$ cat src/hw/cdd_regs.vh
/*
 chained descriptor dma: register offsets, fields, layout constants.
 assumes byte addresses on a 32-bit apb; definitions only.
*/
`ifndef CDD_REGS_VH
`define CDD_REGS_VH
`define CDD_CTRL 8'h00
`define CDD_LINK_BASE 8'h04
`define CDD_CUR_DESC 8'h08
`define CDD_RXBUF_LEN 8'h0C
`define CDD_BUF_ADDR 8'h10
`define CDD_REM_COUNT 8'h14
`define CDD_INT_STAT 8'h18
`define CDD_INT_MASK 8'h1C
`define CDD_CTRL_EN 0
`define CDD_CTRL_RX 1
`define CDD_CTRL_MULTI 2
`define CDD_CTRL_CPU_LO 4
`define CDD_CTRL_CPU_HI 5
`define CDD_CTRL_BUSY 8
`define CDD_CPU_BYTE 2'h1
`define CDD_INT_DONE 0
`define CDD_INT_FRAME 1
`define CDD_INT_SWITCH 2
`define CDD_RXBUF_RST 16'h0100
`define CDD_D_LINK_LO 4'h0
`define CDD_D_LINK_HI 4'h1
`define CDD_D_BP0 4'h2
`define CDD_D_BP1 4'h3
`define CDD_D_BP2 4'h4
`define CDD_D_LEN_LO 4'h6
`define CDD_D_LEN_HI 4'h7
`define CDD_D_STAT 4'h8
`define CDD_ST_EOM 7
`define CDD_ST_EOT 0
`endif

$ cat src/hw/cdd_dma.v
/*
 chained descriptor dma channel: apb registers, descriptor walker,
 byte/word memory master, byte stream to and from a serial channel.
 assumes a memory port that holds mem_ack for one cycle per access
 and serial channel handshakes on the same clock.
*/
`timescale 1ns/10ps
`include "cdd_regs.vh"

// Function
// - descriptor: 16b link, 24b buffer, length, status
// - descriptor fields accessed as single bytes
// - next address is link base over link
// - link field loaded into current descriptor address
// - buffer start copied into buffer address
// - transmit loads length into remaining count
// - tx status bit 7 marks frame end
// - multi-frame tx stops after frame if bit0
// - tx status bits 6 to 1 ignored
// - rx writes stored byte count to length
// - rx status byte bit encoding from channel
// - frame end writes captured frame status
// - mid-frame buffer switch writes zero status
// - byte transfers in cpu mode 1, else words while two or more bytes remain
// - odd buffer start takes one byte first
module cdd_dma (
  input wire pclk,
  input wire presetn,
  input wire psel,
  input wire penable,
  input wire pwrite,
  input wire [7:0] paddr,
  input wire [31:0] pwdata,
  output reg [31:0] prdata,
  output reg pready,
  output reg pslverr,
  output reg mem_req,
  output reg mem_we,
  output reg mem_word,
  output reg [23:0] mem_addr,
  output reg [15:0] mem_wdata,
  input wire [15:0] mem_rdata,
  input wire mem_ack,
  output reg [7:0] tx_data,
  output reg tx_valid,
  output reg tx_last,
  input wire tx_ready,
  input wire [7:0] rx_data,
  input wire rx_valid,
  input wire rx_eof,
  input wire [7:0] rx_frame_status,
  output reg rx_ready,
  output reg irq
);

  localparam S_IDLE = 3'h0;
  localparam S_FETCH = 3'h1;
  localparam S_XFER = 3'h2;
  localparam S_WB = 3'h3;
  localparam S_LINK = 3'h4;

  ////////////////////////////////////////////////////////////////////
  // registers
  reg [2:0] state_q;
  reg en_q, rx_mode_q, multi_q;
  reg [1:0] cpu_q;
  reg [7:0] link_base_high_q;
  reg [15:0] current_desc_addr_q;
  reg [15:0] rxbuf_len_q;
  reg [23:0] bar_q;
  reg [15:0] remaining_count_q;
  reg [2:0] stat_q, mask_q;
  reg [3:0] idx_q;
  reg [15:0] next_link_low_q;
  reg [23:0] buffer_start_ptr_q;
  reg [15:0] length_field_q;
  reg frame_end_flag_q, stop_after_frame_q;
  reg [7:0] status_wb_q;
  reg frame_done_q;
  reg [15:0] hold_q;
  reg [1:0] hcnt_q;
  reg eof_seen_q;

  wire wide = (cpu_q != `CDD_CPU_BYTE);
  wire [23:0] desc_addr = {link_base_high_q, current_desc_addr_q};
  wire apb_acc = psel & penable & ~pready;
  wire apb_wr = apb_acc & pwrite;
  wire [15:0] rx_room = rxbuf_len_q - remaining_count_q;

  // one function decides every data access width
  function use_word;
    input w;
    input [23:0] a;
    input [15:0] n;
    begin
      use_word = w & ~a[0] & (n >= 16'h0002);
    end
  endfunction

  wire rx_need2 = use_word(wide, bar_q, rx_room);
  wire rx_full = (hcnt_q == (rx_need2 ? 2'h2 : 2'h1));
  wire rx_flush = (hcnt_q != 2'h0) & (rx_full | eof_seen_q);

  reg [2:0] ev;
  always @* begin
    ev = 3'h0;
    if (state_q == S_LINK) begin
      ev[`CDD_INT_SWITCH] = 1'b1;
      ev[`CDD_INT_DONE] = frame_done_q;
    end
    if (state_q == S_XFER && !rx_mode_q && tx_valid && tx_ready &&
        tx_last)
      ev[`CDD_INT_FRAME] = 1'b1;
    if (state_q == S_XFER && rx_mode_q && rx_valid && rx_ready &&
        rx_eof)
      ev[`CDD_INT_FRAME] = 1'b1;
  end

  ////////////////////////////////////////////////////////////////////
  // apb slave: one wait state, read data registered
  reg [31:0] rd;
  reg hit;
  always @* begin
    rd = 32'h0;
    hit = 1'b1;
    case (paddr)
      `CDD_CTRL: begin
        rd[`CDD_CTRL_EN] = en_q;
        rd[`CDD_CTRL_RX] = rx_mode_q;
        rd[`CDD_CTRL_MULTI] = multi_q;
        rd[`CDD_CTRL_CPU_HI:`CDD_CTRL_CPU_LO] = cpu_q;
        rd[`CDD_CTRL_BUSY] = (state_q != S_IDLE);
      end
      `CDD_LINK_BASE: rd[7:0] = link_base_high_q;
      `CDD_CUR_DESC: rd[15:0] = current_desc_addr_q;
      `CDD_RXBUF_LEN: rd[15:0] = rxbuf_len_q;
      `CDD_BUF_ADDR: rd[23:0] = bar_q;
      `CDD_REM_COUNT: rd[15:0] = remaining_count_q;
      `CDD_INT_STAT: rd[2:0] = stat_q;
      `CDD_INT_MASK: rd[2:0] = mask_q;
      default: hit = 1'b0;
    endcase
  end

  always @(posedge pclk or negedge presetn) begin
    if (!presetn) begin
      pready <= 1'b0;
      pslverr <= 1'b0;
      prdata <= 32'h0;
      link_base_high_q <= 8'h00;
      rxbuf_len_q <= `CDD_RXBUF_RST;
      mask_q <= 3'h0;
      stat_q <= 3'h0;
      irq <= 1'b0;
    end else begin
      pready <= apb_acc;
      pslverr <= apb_acc & ~hit;
      prdata <= (apb_acc & ~pwrite) ? rd : 32'h0;
      // mode values are frozen while the walker runs
      if (apb_wr && paddr == `CDD_LINK_BASE && state_q == S_IDLE)
        link_base_high_q <= pwdata[7:0];
      if (apb_wr && paddr == `CDD_RXBUF_LEN && state_q == S_IDLE)
        rxbuf_len_q <= pwdata[15:0];
      if (apb_wr && paddr == `CDD_INT_MASK)
        mask_q <= pwdata[2:0];
      // set beats a same-cycle write-one clear
      if (apb_wr && paddr == `CDD_INT_STAT)
        stat_q <= (stat_q & ~pwdata[2:0]) | ev;
      else
        stat_q <= stat_q | ev;
      irq <= |((stat_q | ev) & mask_q);
    end
  end

  ////////////////////////////////////////////////////////////////////
  // descriptor walker and data mover
  always @(posedge pclk or negedge presetn) begin
    if (!presetn) begin
      state_q <= S_IDLE;
      en_q <= 1'b0;
      rx_mode_q <= 1'b0;
      multi_q <= 1'b0;
      cpu_q <= 2'h0;
      current_desc_addr_q <= 16'h0;
      bar_q <= 24'h0;
      remaining_count_q <= 16'h0;
      idx_q <= 4'h0;
      next_link_low_q <= 16'h0;
      buffer_start_ptr_q <= 24'h0;
      length_field_q <= 16'h0;
      frame_end_flag_q <= 1'b0;
      stop_after_frame_q <= 1'b0;
      status_wb_q <= 8'h00;
      frame_done_q <= 1'b0;
      hold_q <= 16'h0;
      hcnt_q <= 2'h0;
      eof_seen_q <= 1'b0;
      mem_req <= 1'b0;
      mem_we <= 1'b0;
      mem_word <= 1'b0;
      mem_addr <= 24'h0;
      mem_wdata <= 16'h0;
      tx_data <= 8'h00;
      tx_valid <= 1'b0;
      tx_last <= 1'b0;
      rx_ready <= 1'b0;
    end else begin
      if (apb_wr && paddr == `CDD_CTRL) begin
        en_q <= pwdata[`CDD_CTRL_EN];
        if (state_q == S_IDLE) begin
          rx_mode_q <= pwdata[`CDD_CTRL_RX];
          multi_q <= pwdata[`CDD_CTRL_MULTI];
          cpu_q <= pwdata[`CDD_CTRL_CPU_HI:`CDD_CTRL_CPU_LO];
        end
      end
      if (apb_wr && paddr == `CDD_CUR_DESC && state_q == S_IDLE)
        current_desc_addr_q <= pwdata[15:0];
      case (state_q)
        S_IDLE: begin
          rx_ready <= 1'b0;
          if (en_q) begin
            state_q <= S_FETCH;
            idx_q <= `CDD_D_LINK_LO;
          end
        end
        // byte-wise descriptor read, pad byte at offset 5 skipped
        S_FETCH: begin
          if (!mem_req) begin
            mem_req <= 1'b1;
            mem_we <= 1'b0;
            mem_word <= 1'b0;
            mem_addr <= desc_addr + {20'h0, idx_q};
          end else if (mem_ack) begin
            mem_req <= 1'b0;
            case (idx_q)
              `CDD_D_LINK_LO: next_link_low_q[7:0] <= mem_rdata[7:0];
              `CDD_D_LINK_HI: next_link_low_q[15:8] <= mem_rdata[7:0];
              `CDD_D_BP0: buffer_start_ptr_q[7:0] <= mem_rdata[7:0];
              `CDD_D_BP1: buffer_start_ptr_q[15:8] <= mem_rdata[7:0];
              `CDD_D_BP2: buffer_start_ptr_q[23:16] <= mem_rdata[7:0];
              `CDD_D_LEN_LO: length_field_q[7:0] <= mem_rdata[7:0];
              `CDD_D_LEN_HI: length_field_q[15:8] <= mem_rdata[7:0];
              default: begin
                // only end-of-frame and stop bits matter on tx
                frame_end_flag_q <= mem_rdata[`CDD_ST_EOM];
                stop_after_frame_q <= mem_rdata[`CDD_ST_EOT];
              end
            endcase
            if (idx_q == `CDD_D_BP2)
              idx_q <= `CDD_D_LEN_LO;
            else
              idx_q <= idx_q + 4'h1;
            // tx reads status and length that the host prepared
            if ((rx_mode_q && idx_q == `CDD_D_BP2) ||
                idx_q == `CDD_D_STAT) begin
              state_q <= S_XFER;
              hcnt_q <= 2'h0;
              eof_seen_q <= 1'b0;
              frame_done_q <= 1'b0;
              bar_q <= (idx_q == `CDD_D_BP2) ?
                {mem_rdata[7:0], buffer_start_ptr_q[15:0]} :
                buffer_start_ptr_q;
              remaining_count_q <= rx_mode_q ? 16'h0 :
                length_field_q;
            end
          end
        end
        S_XFER: begin
          if (!rx_mode_q) begin
            // transmit: refill hold from memory, then stream bytes
            if (tx_valid) begin
              if (tx_ready) begin
                tx_valid <= 1'b0;
                tx_last <= 1'b0;
                hold_q <= {8'h00, hold_q[15:8]};
                hcnt_q <= hcnt_q - 2'h1;
                remaining_count_q <= remaining_count_q - 16'h1;
              end
            end else if (hcnt_q != 2'h0) begin
              tx_valid <= 1'b1;
              tx_data <= hold_q[7:0];
              tx_last <= frame_end_flag_q &&
                remaining_count_q == 16'h1;
            end else if (remaining_count_q == 16'h0) begin
              state_q <= S_LINK;
              frame_done_q <= frame_end_flag_q &&
                (!multi_q || stop_after_frame_q);
            end else if (!mem_req) begin
              mem_req <= 1'b1;
              mem_we <= 1'b0;
              mem_addr <= bar_q;
              mem_word <= use_word(wide, bar_q,
                remaining_count_q);
            end else if (mem_ack) begin
              mem_req <= 1'b0;
              hold_q <= mem_word ? mem_rdata : {8'h00, mem_rdata[7:0]};
              hcnt_q <= mem_word ? 2'h2 : 2'h1;
              bar_q <= bar_q + (mem_word ? 24'h2 : 24'h1);
            end
          end else begin
            // receive: gather bytes, store a byte or a word
            rx_ready <= 1'b0;
            if (rx_valid && rx_ready) begin
              if (hcnt_q == 2'h0)
                hold_q[7:0] <= rx_data;
              else
                hold_q[15:8] <= rx_data;
              hcnt_q <= hcnt_q + 2'h1;
              if (rx_eof) begin
                eof_seen_q <= 1'b1;
                status_wb_q <= rx_frame_status;
              end
            end else if (mem_req) begin
              if (mem_ack) begin
                mem_req <= 1'b0;
                hcnt_q <= 2'h0;
                bar_q <= bar_q + {22'h0, hcnt_q};
                remaining_count_q <= remaining_count_q +
                  {14'h0, hcnt_q};
              end
            end else if (rx_flush) begin
              mem_req <= 1'b1;
              mem_we <= 1'b1;
              mem_addr <= bar_q;
              mem_word <= (hcnt_q == 2'h2);
              mem_wdata <= hold_q;
            end else if (eof_seen_q || rx_room == 16'h0) begin
              // buffer done: length and status go back first
              state_q <= S_WB;
              idx_q <= `CDD_D_LEN_LO;
              if (!eof_seen_q)
                status_wb_q <= 8'h00;
              frame_done_q <= eof_seen_q && !multi_q;
            end else begin
              // an idle offer is dropped for a cycle: never high twice
              rx_ready <= !rx_ready && !rx_full;
            end
          end
        end
        S_WB: begin
          if (!mem_req) begin
            mem_req <= 1'b1;
            mem_we <= 1'b1;
            mem_word <= 1'b0;
            mem_addr <= desc_addr + {20'h0, idx_q};
            case (idx_q)
              `CDD_D_LEN_LO:
                mem_wdata <= {8'h00, remaining_count_q[7:0]};
              `CDD_D_LEN_HI:
                mem_wdata <= {8'h00, remaining_count_q[15:8]};
              default: mem_wdata <= {8'h00, status_wb_q};
            endcase
          end else if (mem_ack) begin
            mem_req <= 1'b0;
            idx_q <= idx_q + 4'h1;
            if (idx_q == `CDD_D_STAT)
              state_q <= S_LINK;
          end
        end
        S_LINK: begin
          current_desc_addr_q <= next_link_low_q;
          idx_q <= `CDD_D_LINK_LO;
          // clearing enable stops the walk at a descriptor boundary
          if (frame_done_q || !en_q) begin
            state_q <= S_IDLE;
            en_q <= 1'b0;
          end else begin
            state_q <= S_FETCH;
          end
        end
        default: state_q <= S_IDLE;
      endcase
    end
  end

endmodule // cdd_dma

$ cat config.mk
export PLATFORM = sky130hd
export DESIGN_NAME = cdd_dma
export DESIGN_NICKNAME = d
export VERILOG_FILES = /design/src/hw/cdd_dma.v
export VERILOG_INCLUDE_DIRS = /design/src /design/src/hw
export SDC_FILE = /design/constraint.sdc
export NUM_CORES = 1
export LEC_CHECK = 0
export ABC_AREA = 1
export BUFFER_PORTS_ARGS = -buffer_cell sky130_fd_sc_hd__buf_2
export CORE_ASPECT_RATIO = 0.75
export CORE_MARGIN = 5
export CORE_UTILIZATION = 60
export DETAILED_ROUTE_END_ITERATION = 16
export PLACE_DENSITY = 0.81
export SYNTH_ARGS = -nofsm -noshare
export SYNTH_HDL_FRONTEND = slang
export SYNTH_SLANG_ARGS = --single-unit
export TNS_END_PERCENT = 1
$ cat constraint.sdc
create_clock -name pclk -period 4.4 [get_ports pclk]
set_input_delay 0.22 -clock pclk [delete_from_list [all_inputs] [get_ports pclk]]
set_output_delay 0.22 -clock pclk [all_outputs]
set_load 0.05 [all_outputs]
# Word-level counts from Yosys, hierarchy flattened
# Index checks and enable logic that the tools add are counted.
[totals]
regBits = 265
in_bits = 81
out_inout_bits = 89
word_cells = 411
[classes]
add_sub_neg = 9
n_lt_le_gt_ge = 2
n_eq_ne = 73
muxes = 182
n_bitwise = 22
reduce_logical = 82
[ops]
columns = ["cell", "n"]
rows = [
  ["$mux 24", 23],
  ["$mux 16", 26],
  ["$pmux 24 s2", 2],
  ["$mux 8", 9],
  ["$pmux 16 s2", 2],
  ["$mux 1", 61],
  ["$add 24x2->24", 2],
  ["$mux 3", 16],
  ["$mux 4", 11],
  ["$reduce_and 4->1", 10],
  ["$ne 3x3->1 const B", 13],
  ["$ne 2x2->1 const B", 17],
  ["$reduce_and 11->1", 3],
  ["$eq 8x5->1 const B", 4],
  ["$ge 16x2->1 const B", 2],
  ["$logic_not 16->1", 2],
  ["$mux 2", 16],
  ["$ne 4x4->1 const B", 8],
  ["$pmux 7 s4", 1],
  ["$add 24x4->24", 1],
  ["$pmux 3 s8", 1],
  ["$reduce_and 8->1", 3],
  ["$logic_and 1x1->1", 23],
  ["$pmux 4 s5", 1],
  ["56 further kinds", 113],
]

# Logic depth before layout (Yosys ltp)
[logic_depth]
word_depth = 13
mapped_depth = 24
mapped_depth_nobuf = 24

# Least setup slack after synthesis
# OpenSTA, ideal clock, no wires.
[synth_path]
path_kind = "register to register"
from = "register rx_mode_q"
to = "register bar_q[22]"
setup_time_ns = 0.082
arrival_ns = 3.449
path_slack_ns = 0.869
stages_incl_launch_ff = 23
period_less_slack_ns = 3.531
path_cell_list = "dfrtp_1 buf_2 clkinv_1 clkbuf_1 clkbuf_1 o21bai_1 inv_1 ha_1 inv_1 fa_1 nor3_2 nand3_1 nor2_1 nand2_1 nor3_1 nand3_1 nor2_1 inv_1 nor3_2 nand2_1 nand2_1 nand3_1 a31oi_1"
[synth_via]
elab_chain_len = 4
word_cells_on_any_way = 12
[synth_rtl]
columns = ["element", "line", "rtl"]
rows = [
  ["start: declaration", "cdd_dma.v:65", "reg en_q, rx_mode_q, multi_q;"],
  ["start signal: assignment", "cdd_dma.v:211", "rx_mode_q <= pwdata[`CDD_CTRL_RX];"],
  ["$logic_and 1x1->1 (no line)", "--", ""],
  ["$logic_or 1x1->1 (no line)", "--", ""],
  ["$ne 2x2->1 (no line)", "--", ""],
  ["$reduce_and 12->1 (no line)", "--", ""],
  ["end signal: assignment", "cdd_dma.v:260", "bar_q <= (idx_q == `CDD_D_BP2) ?"],
  ["end signal: assignment", "cdd_dma.v:298", "bar_q <= bar_q + (mem_word ? 24'h2 : 24'h1);"],
  ["end signal: assignment", "cdd_dma.v:317", "bar_q <= bar_q + {22'h0, hcnt_q};"],
  ["end: declaration", "cdd_dma.v:70", "reg [23:0] bar_q;"],
]
# Parallel ways exist; a longest one is shown, timed or not.
# A chain may end at the register's enable or synchronous reset.

# Final worst setup path
[layout_path]
from = "register remaining_count_q[2]"
to = "register mem_addr[6]"
[layout_via]
elab_chain_len = 9
word_cells_on_any_way = 11
[layout_rtl]
columns = ["element", "line", "rtl"]
rows = [
  ["start: declaration", "cdd_dma.v:71", "reg [15:0] remaining_count_q;"],
  ["start signal: assignment", "cdd_dma.v:263", "remaining_count_q <= rx_mode_q ? 16'h0 :"],
  ["start signal: assignment", "cdd_dma.v:277", "remaining_count_q <= remaining_count_q - 16'h1;"],
  ["start signal: assignment", "cdd_dma.v:318", "remaining_count_q <= remaining_count_q +"],
  ["$sub 16x16->16", "cdd_dma.v:88", "wire [15:0] rx_room = rxbuf_len_q - remaining_count_q;"],
  ["$ge 16x2->1", "cdd_dma.v:96", "use_word = w & ~a[0] & (n >= 16'h0002);"],
  ["$and 1x1->1", "cdd_dma.v:96", ""],
  ["$mux 2", "cdd_dma.v:101", "wire rx_full = (hcnt_q == (rx_need2 ? 2'h2 : 2'h1));"],
  ["$eq 2x2->1", "cdd_dma.v:101", ""],
  ["$or 1x1->1", "cdd_dma.v:102", "wire rx_flush = (hcnt_q != 2'h0) & (rx_full | eof_seen_q);"],
  ["$and 1x1->1", "cdd_dma.v:102", ""],
  ["$ne 3x3->1 (no line)", "--", ""],
  ["$reduce_and 9->1 (no line) (*)", "--", ""],
  ["end signal: assignment", "cdd_dma.v:232", "mem_addr <= desc_addr + {20'h0, idx_q};"],
  ["end signal: assignment", "cdd_dma.v:291", "mem_addr <= bar_q;"],
  ["end signal: assignment", "cdd_dma.v:324", "mem_addr <= bar_q;"],
  ["end: declaration", "cdd_dma.v:40", "output reg [23:0] mem_addr,"],
]
# Every way passes the cells marked *; elsewhere a longest branch is shown, timed or not.

==> run metrics <==
Layout Area Growth over Synthesis=13.68%; status=finished, final reports clean; EDFF count, synth=0; Initial Util=61.25%; peak fanout along the critical path=51; Post-DP HPWL=37.41 mm; root buffer cell=clkbuf_16; # rows=50; worst reg2reg setup slack=0.54 ns; Reg clk slew, reported paths=0.06 ns; post-synth cell types=68; synth warn=0; Die H=between 100 and 150 um; Leak=8.498 nW; largest net degree at the start of global routing=122; Hold Startpoint=rx_frame_status[1]; Syn Area/Cell=7.848 um2; ANT nets after route=0; I/O Buffers=145; Final min period=3.864 ns; DIE AREA=28940 um2; most frequent cells in the layout=469 x nand2_1, 264 x dfrtp_1, 208 x inv_1, 202 x o21ai_0, 144 x buf_2; RSZ-0062 raised after global routing=no; Final period util=87.81%; startpoint types=flip-flop; Max stage delay on crit path=0.59 ns; worst min path class=in -> reg; gp weighted congestion=1.043; Nets=2226; Die X=194.8 um; CP required=4.87 ns; layout cells sized above 1=15.92%; Syn Inst Count=1958; end-of-flow core utilization=69.63%; via count=14700; Max Transition Viols Final=0; sequential share of the synthesized area=approximately 43%; number of antenna repair diodes=0; ys flop type=dfrtp_1; Sinks on Clock Net=265; max frequency=258.8 MHz; FFs w/ async S/R, synth=100.0%; Slew @ Worst Pin=0.8974 ns; post-DR wirelength/cell=20.57 um; Critical Path End Type=flip-flop; reg2reg end=mem_addr[6]$_DFFE_PN0P_; setup violators final=0; I/O Pins=170; cts repair resizes=0; CTS buffer count=27; most common cell after layout, fill and taps aside=nand2_1; Final Hold Fails=0; CTS tree=done; Synth Register Bits=roughly 270; worst flop-to-flop path startpoint=remaining_count_q[2]$_DFFE_PN0P_; CP arrival=4.33 ns; total congestion overflow=0; DRC violations left=0; Rel. slew slack=40.18%; total wire length=50.76 mm; core area=between 20000 and 30000 um2; crit path cell chain=clkinv_1 -> ha_1 -> a21oi_1 -> nand2_1 -> nand2_1 -> nand2_1 -> nand2_1 -> nand2_1 -> nand2_1 -> nand2_1 -> nor2_2 -> nand4_1 -> nand3_1 -> nand3_2 -> nand2_4 -> nand2_2 -> nand3_4 -> buf_4 -> nand2_2 -> o21ai_2; worst IR drop on VDD=0.4858 mV; first-pass GRT wire length=slightly below 80 mm; GRT Util Overall=about a third; Syn Std Cell Area=15370 um2; crit path kind=reg -> reg; Pwr Density=~710 nW/um2; WHS Endpoint=status_wb_q[1]$_DFFE_PN0P_; number of global-route vias before repair=13850; H-tree levels=1; Via density=5.959; most used cell, CP=nand2_1; Skew-Pair Late Insertion Delay=0.55 ns; setup TNS=0 ns; total of max-cap violations=0; DRT iter0 DRCs=1829; CTS max path bufs=3; initial antenna violation count=2; final clock skew=about 0.016 ns; Pre-Repair DR Iteration Count=6; R2R depth=20; Crit-path slowest cell=buf_4; hold depth=5
cell families after synthesis:
kind of cell             after synthesis  synth area share (%)
AND/OR/NAND/NOR                      822                 23.63
AO/OA/AOI/OAI                        479                 18.89
buffers and inverters                308                 8.338
flip-flops                           265                 43.16
adder cells (fa/ha/maj)               36                 3.127
XOR/XNOR                              36                 2.052
multiplexers                          11                0.7736
other                                  1               0.02440
cell usage after synthesis (10+ instances only):
cell        n  area [um2]
nand2_2    30       187.7
nand2_1   469        1760
clkbuf_1   45       168.9
nor2_1    142       533.0
xor2_1     29       254.0
dfrtp_1   264        6606
o22ai_1    25       156.4
inv_1     208       780.8
o211ai_1   20       150.1
o21ai_2    44       385.4
inv_2      11       41.29
a221oi_1   11       96.34
nand3_1    74       370.4
nor2_2     10       62.56
o21ai_0   202        1011
ha_1       32       400.4
nor3_1     34       170.2
buf_2      10       50.05
clkinv_1   10       37.54
a22oi_1    10       75.07
nand4_1    25       156.4
a31oi_1    31       193.9
a21oi_1    84       420.4
state kept, by name (all words and copies together), names as in the netlist, 2 cells and up:
name	flops
mem_addr	24
rxbuf_len_q	16
link_base_high_q	8
prdata	24
hold_q	16
length_field_q	16
stat_q	3
buffer_start_ptr_q	24
next_link_low_q	16
tx_data	8
idx_q	4
remaining_count_q	16
mask_q	3
hcnt_q	2
current_desc_addr_q	16
state_q	3
mem_wdata	16
status_wb_q	8
cpu_q	2
bar_q	24
where the power goes:
group	switching, mW	total [mW]	internal [mW]
logic	4.20	5.94	1.74
clock network	1.00	2.38	1.38
registers	0.838	4.07	3.24
repair_timing:
action                    CTS  global route
hold endpoints to repair  151             0
hold buffers               23             0
setup buffers               0             0
worst max-delay path by stage:
stage / start / endpoint / depth (start not counted)
2_1_floorplan: rx_mode_q$_DFFE_PN0P_ / bar_q[22]$_DFFE_PN0P_ / 22
3_3_place_gp: remaining_count_q[2]$_DFFE_PN0P_ / mem_addr[1]$_DFFE_PN0P_ / 20
3_5_place_dp: remaining_count_q[2]$_DFFE_PN0P_ / mem_addr[1]$_DFFE_PN0P_ / 20
4_1_cts: remaining_count_q[2]$_DFFE_PN0P_ / mem_addr[1]$_DFFE_PN0P_ / 20
5_1_grt: remaining_count_q[2]$_DFFE_PN0P_ / mem_addr[1]$_DFFE_PN0P_ / 20
6_report: remaining_count_q[2]$_DFFE_PN0P_ / mem_addr[6]$_DFFE_PN0P_ / 20
through the flow:
step / power (mW) / hold slack [ns] / area (um2) / instances / setup slack, ns
finish: 12.39 / 0.01950 / 17470 / 2467 / 0.5364
global route: 13.11 / 0.04625 / 17470 / 2467 / 0.2823
CTS: 12.26 / 0.004872 / 17470 / 2467 / 0.6341
detailed placement: 9.844 / 0.3677 / 16340 / 2395 / 0.6200
global placement: 9.654 / 0.3581 / 16340 / 2395 / 0.7609
floorplan: 8.180 / -0.07559 / 15390 / 1965 / 0.8692
cell type report:
type	instances	area, um2
Clock buffer	38	757.0
Clock inverter	11	143.9
Fill cell	2144	7619
Inverter	233	889.6
Multi-Input combinational cell	1392	7478
Sequential cell	265	6633
Tap cell	338	422.9
Timing Repair Buffer	190	1144
routing by layer:
layer  vias to the layer above  track usage, %  share of wire (%)
met5                         -               0              0.026
met4                         2           8.863                2.9
met3                       108           8.945                 13
met2                       845           50.78                 42
met1                      6933           51.13                 42
li1                       6813               -                  -
critical path: cells and delay by family, from the launching register on:
family,cells,cell delay (ns)
compound gates,2,0.31
fa+ha+maj,1,0.45
buf+inv,2,0.87
flops,1,0.45
simple gates,15,1.60
(Power assumes the default switching activity.)
